<file path="config.mk">
export PLATFORM = sky130hd
export DESIGN_NAME = hdsl_startup_sequencer
export DESIGN_NICKNAME = d
export VERILOG_FILES = /design/src/hdsl_seq_pkg.sv /design/src/hdsl_startup_sequencer.sv
export VERILOG_INCLUDE_DIRS = /design/src
export SDC_FILE = /design/constraint.sdc
export NUM_CORES = 1
export LEC_CHECK = 0
export BUFFER_PORTS_ARGS = -buffer_cell sky130_fd_sc_hd__buf_2
export CAP_MARGIN = 0
export CORE_MARGIN = 4
export CORE_UTILIZATION = 46
export CTS_CLUSTER_SIZE = 25
export DETAILED_ROUTE_END_ITERATION = 12
export GPL_TIMING_DRIVEN = 1
export PLACE_DENSITY = 0.74
export SKIP_CTS_REPAIR_TIMING = 1
export SLEW_MARGIN = 10
export SYNTH_ARGS = -nofsm -noshare
export SYNTH_HDL_FRONTEND = slang
export SYNTH_SLANG_ARGS = --single-unit
</file>
<file path="constraint.sdc">
create_clock -name clock -period 5.4 [get_ports clock]
set_input_delay 0.27 -clock clock [delete_from_list [all_inputs] [get_ports clock]]
set_output_delay 0.27 -clock clock [all_outputs]
set_load 0.01 [all_outputs]
</file>
<file path="src/hdsl_seq_regs.svh">
/*
 Constants of the start-up sequencer: timings in symbol intervals unless
 the name says ns, loss thresholds in dB and the scrambler seed.
 Assumes a 100 MHz system clock.
*/
`ifndef HDSL_SEQ_REGS_SVH
`define HDSL_SEQ_REGS_SVH
// ============================================
// Clock and symbol period
`define CLK_NS 16'h000A
`define SYMBOL_NS 16'h10B9
// ============================================
// Start-up timers, in symbols
`define T1_SYM 21'h0BB8
`define T2_SYM 21'h2134
`define T3_SYM 21'h1388
`define T4_SYM 21'h00FA
`define T5_SYM 21'h05DC
`define T8_SYM 21'h6B6C
`define CS0_SYM 21'h0100
`define RS0_SYM 21'h0100
// ============================================
// Sequence lengths
`define CS1_TRAIN_SYM 21'h10_C8E0
`define RS1_TRAIN_SYM 21'h0CE4
`define STAMP_SYM 21'h0122
`define GAP_SYM 21'h000D
`define IDEAL_SYM 21'h8_ED28
`define RS1_EC_SYM 21'h1_F400
// ============================================
// Power selection and scrambler seed
`define LOSS_HP_DB 8'h09
`define LOSS_LP_DB 8'h06
`define SCR_SEED 24'h00_0000
`endif

</file>
<file path="src/hdsl_seq_pkg.sv">
/*
 Types shared by the start-up sequencer and its bench.
 Assumes nothing beyond a SystemVerilog compiler.
*/
package hdsl_seq_pkg;
   // Line sequence being sent
   typedef enum logic [2:0] {
      SEQ_SILENT = 3'b000,
      SEQ_S0 = 3'b001,
      SEQ_S1 = 3'b010,
      SEQ_STAMP = 3'b011,
      SEQ_IDEAL = 3'b100
   } tx_seq_t;

   // Sequencer states of both line ends
   typedef enum logic [4:0] {
      ST_IDLE = 5'b00000,
      ST_POLL = 5'b00001,
      ST_LISTEN = 5'b00010,
      ST_WAIT_T2 = 5'b00011,
      ST_WAIT_T4 = 5'b00100,
      ST_TRAIN = 5'b00101,
      ST_STAMP = 5'b00110,
      ST_GAP = 5'b00111,
      ST_IDEAL = 5'b01000,
      ST_QUIET = 5'b01001,
      ST_REPLY = 5'b01010,
      ST_WAIT_T3 = 5'b01011,
      ST_WAIT_T5 = 5'b01100,
      ST_RS1 = 5'b01101,
      ST_RECOVER = 5'b01110,
      ST_EC = 5'b01111,
      ST_DONE = 5'b10000
   } state_t;

   // Receiver detections, one-cycle pulses
   typedef struct packed {
      logic cs0;
      logic rs0;
      logic cs1;
      logic ideal_end;
   } rx_ev_t;

   // Transmit control toward the modulator
   typedef struct packed {
      tx_seq_t seq;
      logic chan_b;
      logic scr_reset;
      logic scr_ones;
      logic agc_train;
      logic ec_train;
      logic eq_train;
      logic activated;
   } tx_t;
endpackage

</file>
<file path="src/hdsl_startup_sequencer.sv">
/*
 Start-up sequencer for one end of a CAP line link: alerting, power
 mode choice, front-end training, time stamp, ideal reference and
 echo canceller phases. Assumes receiver detectors deliver one-cycle
 pulses synchronous to clock, and a modulator that obeys tx.
*/
`include "hdsl_seq_regs.svh"
module hdsl_startup_sequencer
#(
   parameter bit IS_NTU = 1'b0,
   parameter logic [20:0] T1_SYM = `T1_SYM,
   parameter logic [20:0] T2_SYM = `T2_SYM,
   parameter logic [20:0] T3_SYM = `T3_SYM,
   parameter logic [20:0] T4_SYM = `T4_SYM,
   parameter logic [20:0] T5_SYM = `T5_SYM,
   parameter logic [20:0] T8_SYM = `T8_SYM,
   parameter logic [20:0] CS0_SYM = `CS0_SYM,
   parameter logic [20:0] RS0_SYM = `RS0_SYM,
   parameter logic [20:0] CS1_SYM = `CS1_TRAIN_SYM,
   parameter logic [20:0] RS1_SYM = `RS1_TRAIN_SYM,
   parameter logic [20:0] IDEAL_SYM = `IDEAL_SYM,
   parameter logic [20:0] EC_SYM = `RS1_EC_SYM,
   parameter logic [15:0] SYM_CYCLES = `SYMBOL_NS / `CLK_NS
)
(
   input wire logic clock,
   input wire logic sys_rst,
   input wire logic act_req,
   input wire logic two_pair,
   input wire logic single_mode,
   input wire logic chan_b_sel,
   input wire hdsl_seq_pkg::rx_ev_t rx,
   input wire logic rx_level_valid,
   input wire logic [7:0] rx_loss_db,
   input wire logic prefer_high,
   output hdsl_seq_pkg::tx_t tx,
   output logic power_high,
   output logic [23:0] scr_seed,
   output logic sym_tick
);
   import hdsl_seq_pkg::*;

   // ============================================
   // Symbol timing
   logic [15:0] div_reg;
   logic tick_reg;
   wire div_wrap = (div_reg == SYM_CYCLES - 16'h0001);

   // Free running, never realigned, so the NTU holds timing while the
   // far end is quiet; only sys_rst restarts it
   always_ff @(posedge clock or posedge sys_rst)
   begin
      if (sys_rst)
      begin
         div_reg <= 16'h0000;
         tick_reg <= 1'b0;
      end
      else
      begin
         div_reg <= div_wrap ? 16'h0000 : div_reg + 16'h0001;
         tick_reg <= div_wrap;
      end
   end
   assign sym_tick = tick_reg;

   // ============================================
   // Per-state duration, in symbols; zero means no timeout
   function automatic logic [20:0] dur_of(input state_t s);
      case (s)
         ST_POLL: dur_of = CS0_SYM;
         ST_LISTEN: dur_of = T1_SYM;
         ST_WAIT_T2: dur_of = T2_SYM;
         ST_WAIT_T4: dur_of = T4_SYM;
         ST_TRAIN: dur_of = CS1_SYM;
         ST_STAMP: dur_of = `STAMP_SYM;
         ST_GAP: dur_of = `GAP_SYM;
         ST_IDEAL: dur_of = IDEAL_SYM;
         ST_QUIET: dur_of = T8_SYM;
         ST_REPLY: dur_of = RS0_SYM;
         ST_WAIT_T3: dur_of = T3_SYM;
         ST_WAIT_T5: dur_of = T5_SYM;
         ST_RS1: dur_of = RS1_SYM;
         ST_EC: dur_of = EC_SYM;
         default: dur_of = 21'h0_0000;
      endcase
   endfunction

   // States in which the link counts as activated
   function automatic logic active_of(input state_t s);
      active_of = (s == ST_TRAIN) || (s == ST_STAMP) ||
         (s == ST_GAP) || (s == ST_IDEAL) || (s == ST_QUIET) ||
         (s == ST_RS1) || (s == ST_RECOVER) || (s == ST_EC) ||
         (s == ST_DONE);
   endfunction

   state_t state_reg;
   state_t state_next;
   logic [20:0] cnt_reg;
   logic second_reg;
   logic chan_reg;
   logic lock_reg;
   logic power_reg;
   tx_t tx_reg;
   tx_t tx_next;

   // ============================================
   // Timer decode
   wire [20:0] dur = dur_of(state_reg);
   wire expire = tick_reg && (dur != 21'h0_0000) &&
      (cnt_reg == dur - 21'h0_0001);
   wire alerting = !active_of(state_reg);

   // Next state; dropping act_req returns to idle from anywhere
   always_comb
   begin
      state_next = state_reg;
      if (!act_req)
         state_next = ST_IDLE;
      else
      begin
         unique case (state_reg)
            ST_IDLE:
               if (!IS_NTU)
                  state_next = ST_POLL;
               else if (rx.cs0)
                  state_next = ST_REPLY;
            ST_POLL:
               if (expire)
                  state_next = ST_LISTEN;
            ST_LISTEN:
               if (rx.rs0)
                  state_next = two_pair ? ST_WAIT_T2 : ST_WAIT_T4;
               else if (expire)
                  state_next = ST_POLL;
            ST_WAIT_T2:
               if (rx.rs0 && single_mode)
                  state_next = ST_WAIT_T4;
               else if (expire)
                  state_next = ST_POLL;
            ST_WAIT_T4:
               if (expire)
                  state_next = ST_TRAIN;
            ST_TRAIN:
               if (expire)
                  state_next = ST_STAMP;
            ST_STAMP:
               if (expire)
                  state_next = ST_GAP;
            ST_GAP:
               if (expire)
                  state_next = ST_IDEAL;
            ST_IDEAL:
               if (expire)
                  state_next = IS_NTU ? ST_DONE : ST_QUIET;
            ST_QUIET:
               if (expire)
                  state_next = ST_DONE;
            ST_REPLY:
               if (expire)
                  state_next = (two_pair && !second_reg) ?
                     ST_WAIT_T3 : ST_WAIT_T5;
            ST_WAIT_T3:
               if (rx.cs0)
                  state_next = ST_WAIT_T5;
               else if (expire)
                  state_next = ST_REPLY;
            ST_WAIT_T5:
               if (rx.cs1)
                  state_next = ST_RS1;
               else if (expire)
                  state_next = ST_IDLE;
            ST_RS1:
               if (expire)
                  state_next = ST_RECOVER;
            ST_RECOVER:
               if (rx.ideal_end)
                  state_next = ST_EC;
            ST_EC:
               if (expire)
                  state_next = ST_STAMP;
            ST_DONE:
               state_next = ST_DONE;
            default:
               state_next = ST_IDLE;
         endcase
      end
   end

   // Transmit control follows the state being entered
   always_comb
   begin
      tx_next = '0;
      unique case (state_next)
         ST_POLL, ST_REPLY: tx_next.seq = SEQ_S0;
         ST_TRAIN, ST_GAP, ST_RS1, ST_EC, ST_DONE:
            tx_next.seq = SEQ_S1;
         ST_STAMP: tx_next.seq = SEQ_STAMP;
         ST_IDEAL: tx_next.seq = SEQ_IDEAL;
         default: tx_next.seq = SEQ_SILENT;
      endcase
      // Taken straight from the select on leaving idle, so the first CS0
      // burst already goes out on the chosen channel
      tx_next.chan_b = (state_reg == ST_IDLE) ? chan_b_sel :
         chan_reg;
      tx_next.scr_reset = (state_next == ST_IDEAL) &&
         (state_reg != ST_IDEAL);
      tx_next.scr_ones = (state_next == ST_IDEAL);
      tx_next.agc_train = (state_next == ST_TRAIN) ||
         (state_next == ST_RS1);
      tx_next.ec_train = (state_next == ST_EC) ||
         (!IS_NTU && state_next == ST_TRAIN);
      tx_next.eq_train = (state_next == ST_RECOVER) ||
         (!IS_NTU && state_next == ST_DONE);
      tx_next.activated = active_of(state_next);
   end

   // Power choice is taken once, from the first level seen while alerting
   wire take_level = alerting && rx_level_valid && !lock_reg;
   wire pick_high = (rx_loss_db > `LOSS_HP_DB) ? 1'b1 :
      (rx_loss_db < `LOSS_LP_DB) ? 1'b0 : prefer_high;

   // ============================================
   // State, timer and output registers
   always_ff @(posedge clock or posedge sys_rst)
   begin
      if (sys_rst)
      begin
         state_reg <= ST_IDLE;
         cnt_reg <= 21'h0_0000;
         second_reg <= 1'b0;
         chan_reg <= 1'b0;
         lock_reg <= 1'b0;
         power_reg <= 1'b0;
         tx_reg <= '0;
      end
      else
      begin
         state_reg <= state_next;
         if (state_next != state_reg)
            cnt_reg <= 21'h0_0000;
         else if (tick_reg)
            cnt_reg <= cnt_reg + 21'h0_0001;
         if (state_next == ST_IDLE)
            second_reg <= 1'b0;
         else if (state_reg == ST_WAIT_T3 && state_next == ST_REPLY)
            second_reg <= 1'b1;
         if (state_reg == ST_IDLE)
            chan_reg <= chan_b_sel;
         if (take_level)
         begin
            lock_reg <= 1'b1;
            power_reg <= pick_high;
         end
         tx_reg <= tx_next;
      end
   end

   assign tx = tx_reg;
   assign power_high = power_reg;
   assign scr_seed = `SCR_SEED;

   // ============================================
   // Checks
   idle_silent_a: assert property (@(posedge clock) disable iff (sys_rst)
      state_reg == ST_IDLE |-> tx_reg.seq == SEQ_SILENT)
      else $error("idle state not silent");
   poll_sends_a: assert property (@(posedge clock) disable iff (sys_rst)
      state_reg == ST_POLL |-> tx_reg.seq == SEQ_S0 &&
      tx_reg.chan_b == chan_reg)
      else $error("poll not sending S0 on chosen channel");
   chan_hold_a: assert property (@(posedge clock) disable iff (sys_rst)
      state_reg != ST_IDLE |=> $stable(chan_reg))
      else $error("channel changed during activation");
   t2_start_a: assert property (@(posedge clock) disable iff (sys_rst)
      state_reg == ST_LISTEN && rx.rs0 && two_pair && act_req
      |=> state_reg == ST_WAIT_T2 && cnt_reg == 21'h0_0000)
      else $error("T2 not started on first reply");
   // Retry only once the full T2 span has passed without a second reply
   t2_retry_a: assert property (@(posedge clock) disable iff (sys_rst)
      state_reg == ST_WAIT_T2 && state_next == ST_POLL && act_req
      |-> cnt_reg == T2_SYM - 21'h0_0001 && tick_reg)
      else $error("T2 retry at wrong time");
   t4_delay_a: assert property (@(posedge clock) disable iff (sys_rst)
      state_reg == ST_WAIT_T4 ##1 state_reg == ST_TRAIN
      |-> $past(cnt_reg) == T4_SYM - 21'h0_0001 &&
      tx_reg.seq == SEQ_S1)
      else $error("CS1 not started after T4");
   t3_again_a: assert property (@(posedge clock) disable iff (sys_rst)
      state_reg == ST_WAIT_T3 && expire && act_req && !rx.cs0
      |=> state_reg == ST_REPLY && tx_reg.seq == SEQ_S0)
      else $error("RS0 not repeated after T3");
   stamp_len_a: assert property (@(posedge clock) disable iff (sys_rst)
      state_reg == ST_STAMP && state_next == ST_GAP
      |-> cnt_reg == `STAMP_SYM - 21'h0_0001)
      else $error("time stamp length wrong");
   gap_len_a: assert property (@(posedge clock) disable iff (sys_rst)
      state_reg == ST_GAP && state_next == ST_IDEAL
      |-> cnt_reg == `GAP_SYM - 21'h0_0001 ##1 tx_reg.scr_reset
      ##1 !tx_reg.scr_reset && tx_reg.scr_ones)
      else $error("scrambler reset misplaced");
   ideal_len_a: assert property (@(posedge clock) disable iff (sys_rst)
      state_reg == ST_IDEAL && state_next != ST_IDEAL && act_req
      |-> cnt_reg == IDEAL_SYM - 21'h0_0001)
      else $error("ideal reference length wrong");
   quiet_len_a: assert property (@(posedge clock) disable iff (sys_rst)
      state_reg == ST_QUIET && state_next == ST_DONE
      |-> cnt_reg == T8_SYM - 21'h0_0001 ##1 tx_reg.seq == SEQ_S1)
      else $error("quiet interval wrong");
   rs1_reply_a: assert property (@(posedge clock) disable iff (sys_rst)
      state_reg == ST_WAIT_T5 && rx.cs1 && act_req
      |=> tx_reg.seq == SEQ_S1 && tx_reg.activated)
      else $error("RS1 not started on CS1");
   power_pick_a: assert property (@(posedge clock) disable iff (sys_rst)
      take_level && rx_loss_db > `LOSS_HP_DB |=> power_high)
      else $error("high power not chosen");
   power_hold_a: assert property (@(posedge clock) disable iff (sys_rst)
      lock_reg |=> $stable(power_high))
      else $error("power mode changed");
endmodule

</file>
; ---- Word level (Yosys, flattened, before mapping)
; Memories as Yosys holds them, arrays and structs flattened. A register that Yosys moved wholly into a read port is not among the register bits.
; Index checks and enable logic that the tools add are counted.
[op_classes]
eq_ne = 30
magnitude_cmp = 2
addsub = 3
n_reduce_logical = 36
muxes = 29
[ops]
columns = operator, n
row1 = two-way mux 5 bit, 18
row2 = one-hot mux 5 bit (16 select lines), 1
row3 = equality test 5 x 4 -> 1 bit (second input constant), 14
row4 = two-way mux 21 bit, 3
row5 = equality test 5 x 3 -> 1 bit (second input constant), 7
row6 = adder 21 x 1 -> 21 bit (second input constant), 1
row7 = equality test 21 bit, 1
row8 = nonzero test 21 bit, 1
row9 = subtractor 21 x 1 -> 21 bit (second input constant), 1
row10 = logical OR 1 bit, 19
row11 = adder 16 x 1 -> 16 bit (second input constant), 1
row12 = equality test 16 x 9 -> 1 bit (second input constant), 1
row13 = two-way mux 16 bit, 1
row14 = equality test 5 x 2 -> 1 bit (second input constant), 2
row15 = equality test 5 bit (second input constant), 2
row16 = logical NOT 5 bit, 2
row17 = > comparator 8 x 4 -> 1 bit (second input constant), 1
row18 = logical AND 1 bit, 8
row19 = < comparator 8 x 3 -> 1 bit (second input constant), 1
row20 = two-way mux 3 bit, 2
row21 = equality test 5 x 1 -> 1 bit (second input constant), 1
row22 = inequality test 5 x 4 -> 1 bit (second input constant), 1
row23 = inequality test 5 bit, 1
row24 = two-way mux 1 bit, 4
row25 = other kinds (3), 6
[totals]
mem_count = 2
register_bits = 53
in_bits = 20
output_inout_bits = 36
word_cells = 116
mem_bits_ro = 400
[mem_list]
columns = memory, depth, width, rd, rd_ports_with_merged_regs, write_ports, line_no
row1 = (name not given), 16, 19, 1, 0, 0, hdsl_startup_sequencer.sv:69  ; case (s)
row2 = (name not given), 32, 3, 1, 1, 0, hdsl_startup_sequencer.sv:193  ; unique case (state_next)

; ---- Depth between registers and ports, before layout
; An unclocked memory read counts as a cell.
[logic_depth]
depth_word = 18
depth_mapped = 20
depth_no_buf = 15

; ---- Least setup slack after synthesis
; No wires, ideal clock.
[synth_path]
path_kind = register to register
from = register state_reg[1]
to = register cnt_reg[8]
setup_slack_ps = 1133
arrival_ps = 4198
period_less_slack_ps = 4267
required_time_ps = 5330
stages_incl_launch_ff = 18
path_buffers = 3
setup_time_ps = 70
cell_sequence = dfrtp_1 -> clkbuf_1 -> inv_1 -> ha_1 -> clkbuf_1 -> and4bb_2 -> nor2_1 -> a21boi_0 -> or4b_1 -> o21ai_0 -> xnor2_1 -> nand4_1 -> nor2_2 -> o221ai_4 -> xnor2_1 -> or4_4 -> buf_6 -> nor2_2
[synth_between]
elab_chain_cells = 11
elab_cells_between_ends = 47
classes_between = add/sub (1) / eq/ne (18) / mux (21) / reduce/logical (6) / memory (1)
[synth_rtl]
columns = item, line_no
row1 = start: declaration, hdsl_startup_sequencer.sv:96  ; state_t state_reg;
row2 = start signal: assignment, hdsl_startup_sequencer.sv:238  ; state_reg <= state_next;
row3 = memory (16 x 19 bit), -
row4 = two-way mux 21 bit, hdsl_startup_sequencer.sv:69
row5 = subtractor 21 x 1 -> 21 bit / nonzero test 21 bit (equally long branches), "hdsl_startup_sequencer.sv:110, hdsl_startup_sequencer.sv:109"
row6 = equality test 21 bit / logical AND 1 bit (equally long branches), "hdsl_startup_sequencer.sv:110, hdsl_startup_sequencer.sv:109"
row7 = logical AND 1 bit, hdsl_startup_sequencer.sv:109  ; wire expire = tick_reg && (dur != 21'h0_0000) &&
row8 = "two-way mux 5 bit, on equally long branches (2 in a row)", -
row9 = one-hot mux 5 bit (16 select lines), hdsl_startup_sequencer.sv:121  ; unique case (state_reg)
row10 = two-way mux 5 bit, hdsl_startup_sequencer.sv:117  ; if (!act_req)
row11 = inequality test 5 bit *, hdsl_startup_sequencer.sv:239  ; if (state_next != state_reg)
row12 = two-way mux 21 bit / nonzero test 2 bit (equally long branches), -
row13 = end signal: assignment, hdsl_startup_sequencer.sv:242  ; cnt_reg <= cnt_reg + 21'h0_0001;
row14 = end: declaration, hdsl_startup_sequencer.sv:98  ; logic [20:0] cnt_reg;
; Every way passes the cells marked *; elsewhere a longest branch is shown, timed or not.
; A chain may end at the register's enable or synchronous reset.

; ---- Worst setup path after layout
[layout_path]
from = register state_reg[1]
to = register cnt_reg[1]
; Same word-level chain as after synthesis.

==> flow_summary.toml <==
[timing]
rsz0062_at_grt = "false"
timing.fmax_mhz = 198.2
hold_violations = 0
final.setup_skew_ps = 16.69
min_period_ps = 5045
finalWorstSetupSlack_ps = 354.9
setup_viol = 0
finalCritPeriodShare_pct = 93.43
max-slew-margin-rel_pct = 36.15
whs_ps = 106.7
tightest_slew_ps = 949.6
fin_tns_setup_ps = 0
final_max_slew_viol_count = 0

[final_layout]
num_antenna_cells = 0
drive_gt1_share_pct = 15.53
post-route-util_pct = 50.48
largest_reg_flops = 21
area_growth_pct = 5.460
finalNetCount = 627
design_area_mm2 = 0.005002
multi_input_area_mm2 = 0.003004
register_area_mm2 = 0.001401
num-fill-cells = 936

[drt]
ant_nets = 0
route.detailed.drc = 0
dr.pass1.iters = 6
viasPerCell = 5.969
wl_per_cell_um = 16.18
first_iter_violations = 538
vias = 4369
routed_wirelength_um = 11850

[synthesis]
yosysWarnings = 0
synth_seq_cells = 56
synth_top_area_cell = "dfrtp_1"
synthTopCellsByArea = "dfrtp_1 (30%), xnor2_1 (5.5%), nor2_1 (5.4%), xor2_1 (5.2%), buf_4 (4.1%)"
ys_types = 76
synth_cells = 583
synth_area_mm2 = 0.004743
async_reset_ff_share_pct = 100.0
postSynthAreaPerCell_um2 = 8.136
synth_top_area_share_pct = 29.54
synth_seq_area_share_pct = 29.54
synth_edf_count = 0
yosys_most_used_dff = "dfrtp_1"

[placed_design]
io_buffer_count = 30
place_congestion = 0.9314
dp_hpwl_um = 8800
pre_cts_slack_ps = 352.0
place_area_mm2 = 0.004881

[worst_setup_path]
startpoint = "state_reg[1]$_DFF_PP0_"
slowest_stage = "dfrtp_1"
cp-start-kind = "flop"
slowest_delay_ps = 720
endpoint_kind = "flop"
cp_cell_sequence = "inv_1 -> ha_1 -> and4bb_2 -> nor2_1 -> a21boi_0 -> or4b_1 -> o21ai_0 -> xnor2_1 -> nand4_1 -> nor2_2 -> o221ai_4 -> xnor2_1 -> or4_4 -> nor2_2"
cp.arrival_ps = 5300
critPathMaxFanout = 21
crit_type = "flop to flop"
cp.required_ps = 5650
timing.rr.start = "state_reg[1]$_DFF_PP0_"

[run]
drv_cap = 0

[hold_path]
hp-class = "input port to async pin"

[cts]
clk_pin_slew_ps = 120
clk_latency_ps = 330
clockBufferDepth = 2
htree_levels = 2
clockRootBuffer = "clkbuf_8"
cts_made_buffers = 5
cts.sinks = 56
tritoncts = "built"

[global_route]
grt_pass1_vias = 3934
grt_usage_pct = 20.31
overflow = 0
antenna_found_initial = 0
grt_max_degree = 57
grt_pass1_wl_um = 19670

[floorplan]
core_area_mm2 = 0.009910
pin_count = 56
num_rows = 36
die_x_um = 109.5
die_h_um = 109.5
initial_utilization_pct = 47.87
dieArea_mm2 = 0.01200

[power]
vdd_drop_max_mv = 0.1258
p_leak_nw = 2.207
p_per_area_mw_per_mm2 = 174.0

[status]
status = "finished, final reports clean"
cells by family after synthesis:
| family | after synthesis | share of synthesized area (%) |
|---|---|---|
| muxes | 8 | 1.873 |
| adders and majority gates | 9 | 2.374 |
| xor gates and xnor gates | 59 | 11.18 |
| DFF | 56 | 29.54 |
| buffers and inverters | 77 | 9.074 |
| other | 1 | 0.07906 |
| and+or+nand+nor | 261 | 28.67 |
| AOI/OAI and AO/OA | 112 | 17.20 |
path summary, 6_finish.rpt:
path                                               end  slack, ps  depth (start not counted)
worst min register to register   div_reg[15]$_DFF_PP0_        490                          1
worst min-delay path                   tx[3]$_DFF_PP0_        110                          3
max in group asynchronous       cnt_reg[6]$_DFFE_PP0P_       4830                          3
min in group clock                   tx[6]$_DFFE_PP0P_        170                          2
worst max-delay path            cnt_reg[1]$_DFFE_PP0P_        350                         14
worst max register to register  cnt_reg[1]$_DFFE_PP0P_        350                         14
synthesized netlist by cell type (5+ instances only):
cell / instances
a21oi_1: 17
a31oi_1: 9
and3_1: 12
buf_2: 5
buf_4: 26
buf_6: 5
clkbuf_1: 18
dfrtp_1: 56
ha_1: 9
inv_1: 19
nand2_1: 42
nand2b_1: 11
nand3_1: 26
nand4_1: 11
nor2_1: 68
nor2_2: 21
nor2b_1: 10
nor3_1: 19
nor4_1: 7
o211ai_1: 8
o21ai_0: 26
o31ai_1: 5
or3_1: 7
xnor2_1: 30
xor2_1: 28
routing by layer:
layer  up-vias  part of all wire, %  track usage, %
met4         0                  1.5           4.541
met1      2083                   45           29.84
met3        25                  7.4           2.055
li1       2043                    -               -
met5         -                    0               0
met2       218                   46           32.26
cell type report:
cell class | instances | area share (%)
Timing Repair Buffer | 42 | 4.802
Clock inverter | 3 | 0.9255
Clock buffer | 5 | 1.376
Tap cell | 133 | 3.327
Multi-Input combinational cell | 473 | 60.05
Inverter | 20 | 1.501
Sequential cell | 56 | 28.01
placed cells by master (no fill, tap or decap), types with 12 or more instances in the layout:
| cell type | synthesis | layout |
|---|---|---|
| buf_4 | 26 | 12 |
| xnor2_1 | 30 | 30 |
| nand3_1 | 26 | 26 |
| o21ai_0 | 26 | 25 |
| inv_1 | 19 | 18 |
| xor2_1 | 28 | 28 |
| nor3_1 | 19 | 19 |
| nand2_1 | 42 | 42 |
| a21oi_1 | 17 | 17 |
| and3_1 | 12 | 12 |
| nor2_1 | 68 | 68 |
| nor2_2 | 21 | 21 |
| buf_2 | 5 | 30 |
| conb_1 | 1 | 24 |
| dfrtp_1 | 56 | 56 |
metrics by stage:
step | instances | total power, mW
finish | 732 | 0.8703
global route | 732 | 0.9095
CTS | 732 | 0.8714
detailed placement | 724 | 0.5829
global placement | 724 | 0.5794
floorplan | 606 | 0.5673
critical path, delay by kind of cell, from the launching register on:
kind / cells / cell delay (ps)
adder cells (fa/ha/maj): 1 / 400
AO/OA/AOI/OAI: 3 / 670
XOR/XNOR: 2 / 330
flip-flops: 1 / 720
AND/OR/NAND/NOR: 7 / 2640
buffers and inverters: 1 / 190
power breakdown:
group | switching [mW] | internal (mW)
sequential | 0.00324 | 0.424
clock | 0.153 | 0.141
combinational | 0.103 | 0.0470
total | 0.259 | 0.612
(Power assumes the default switching activity.)
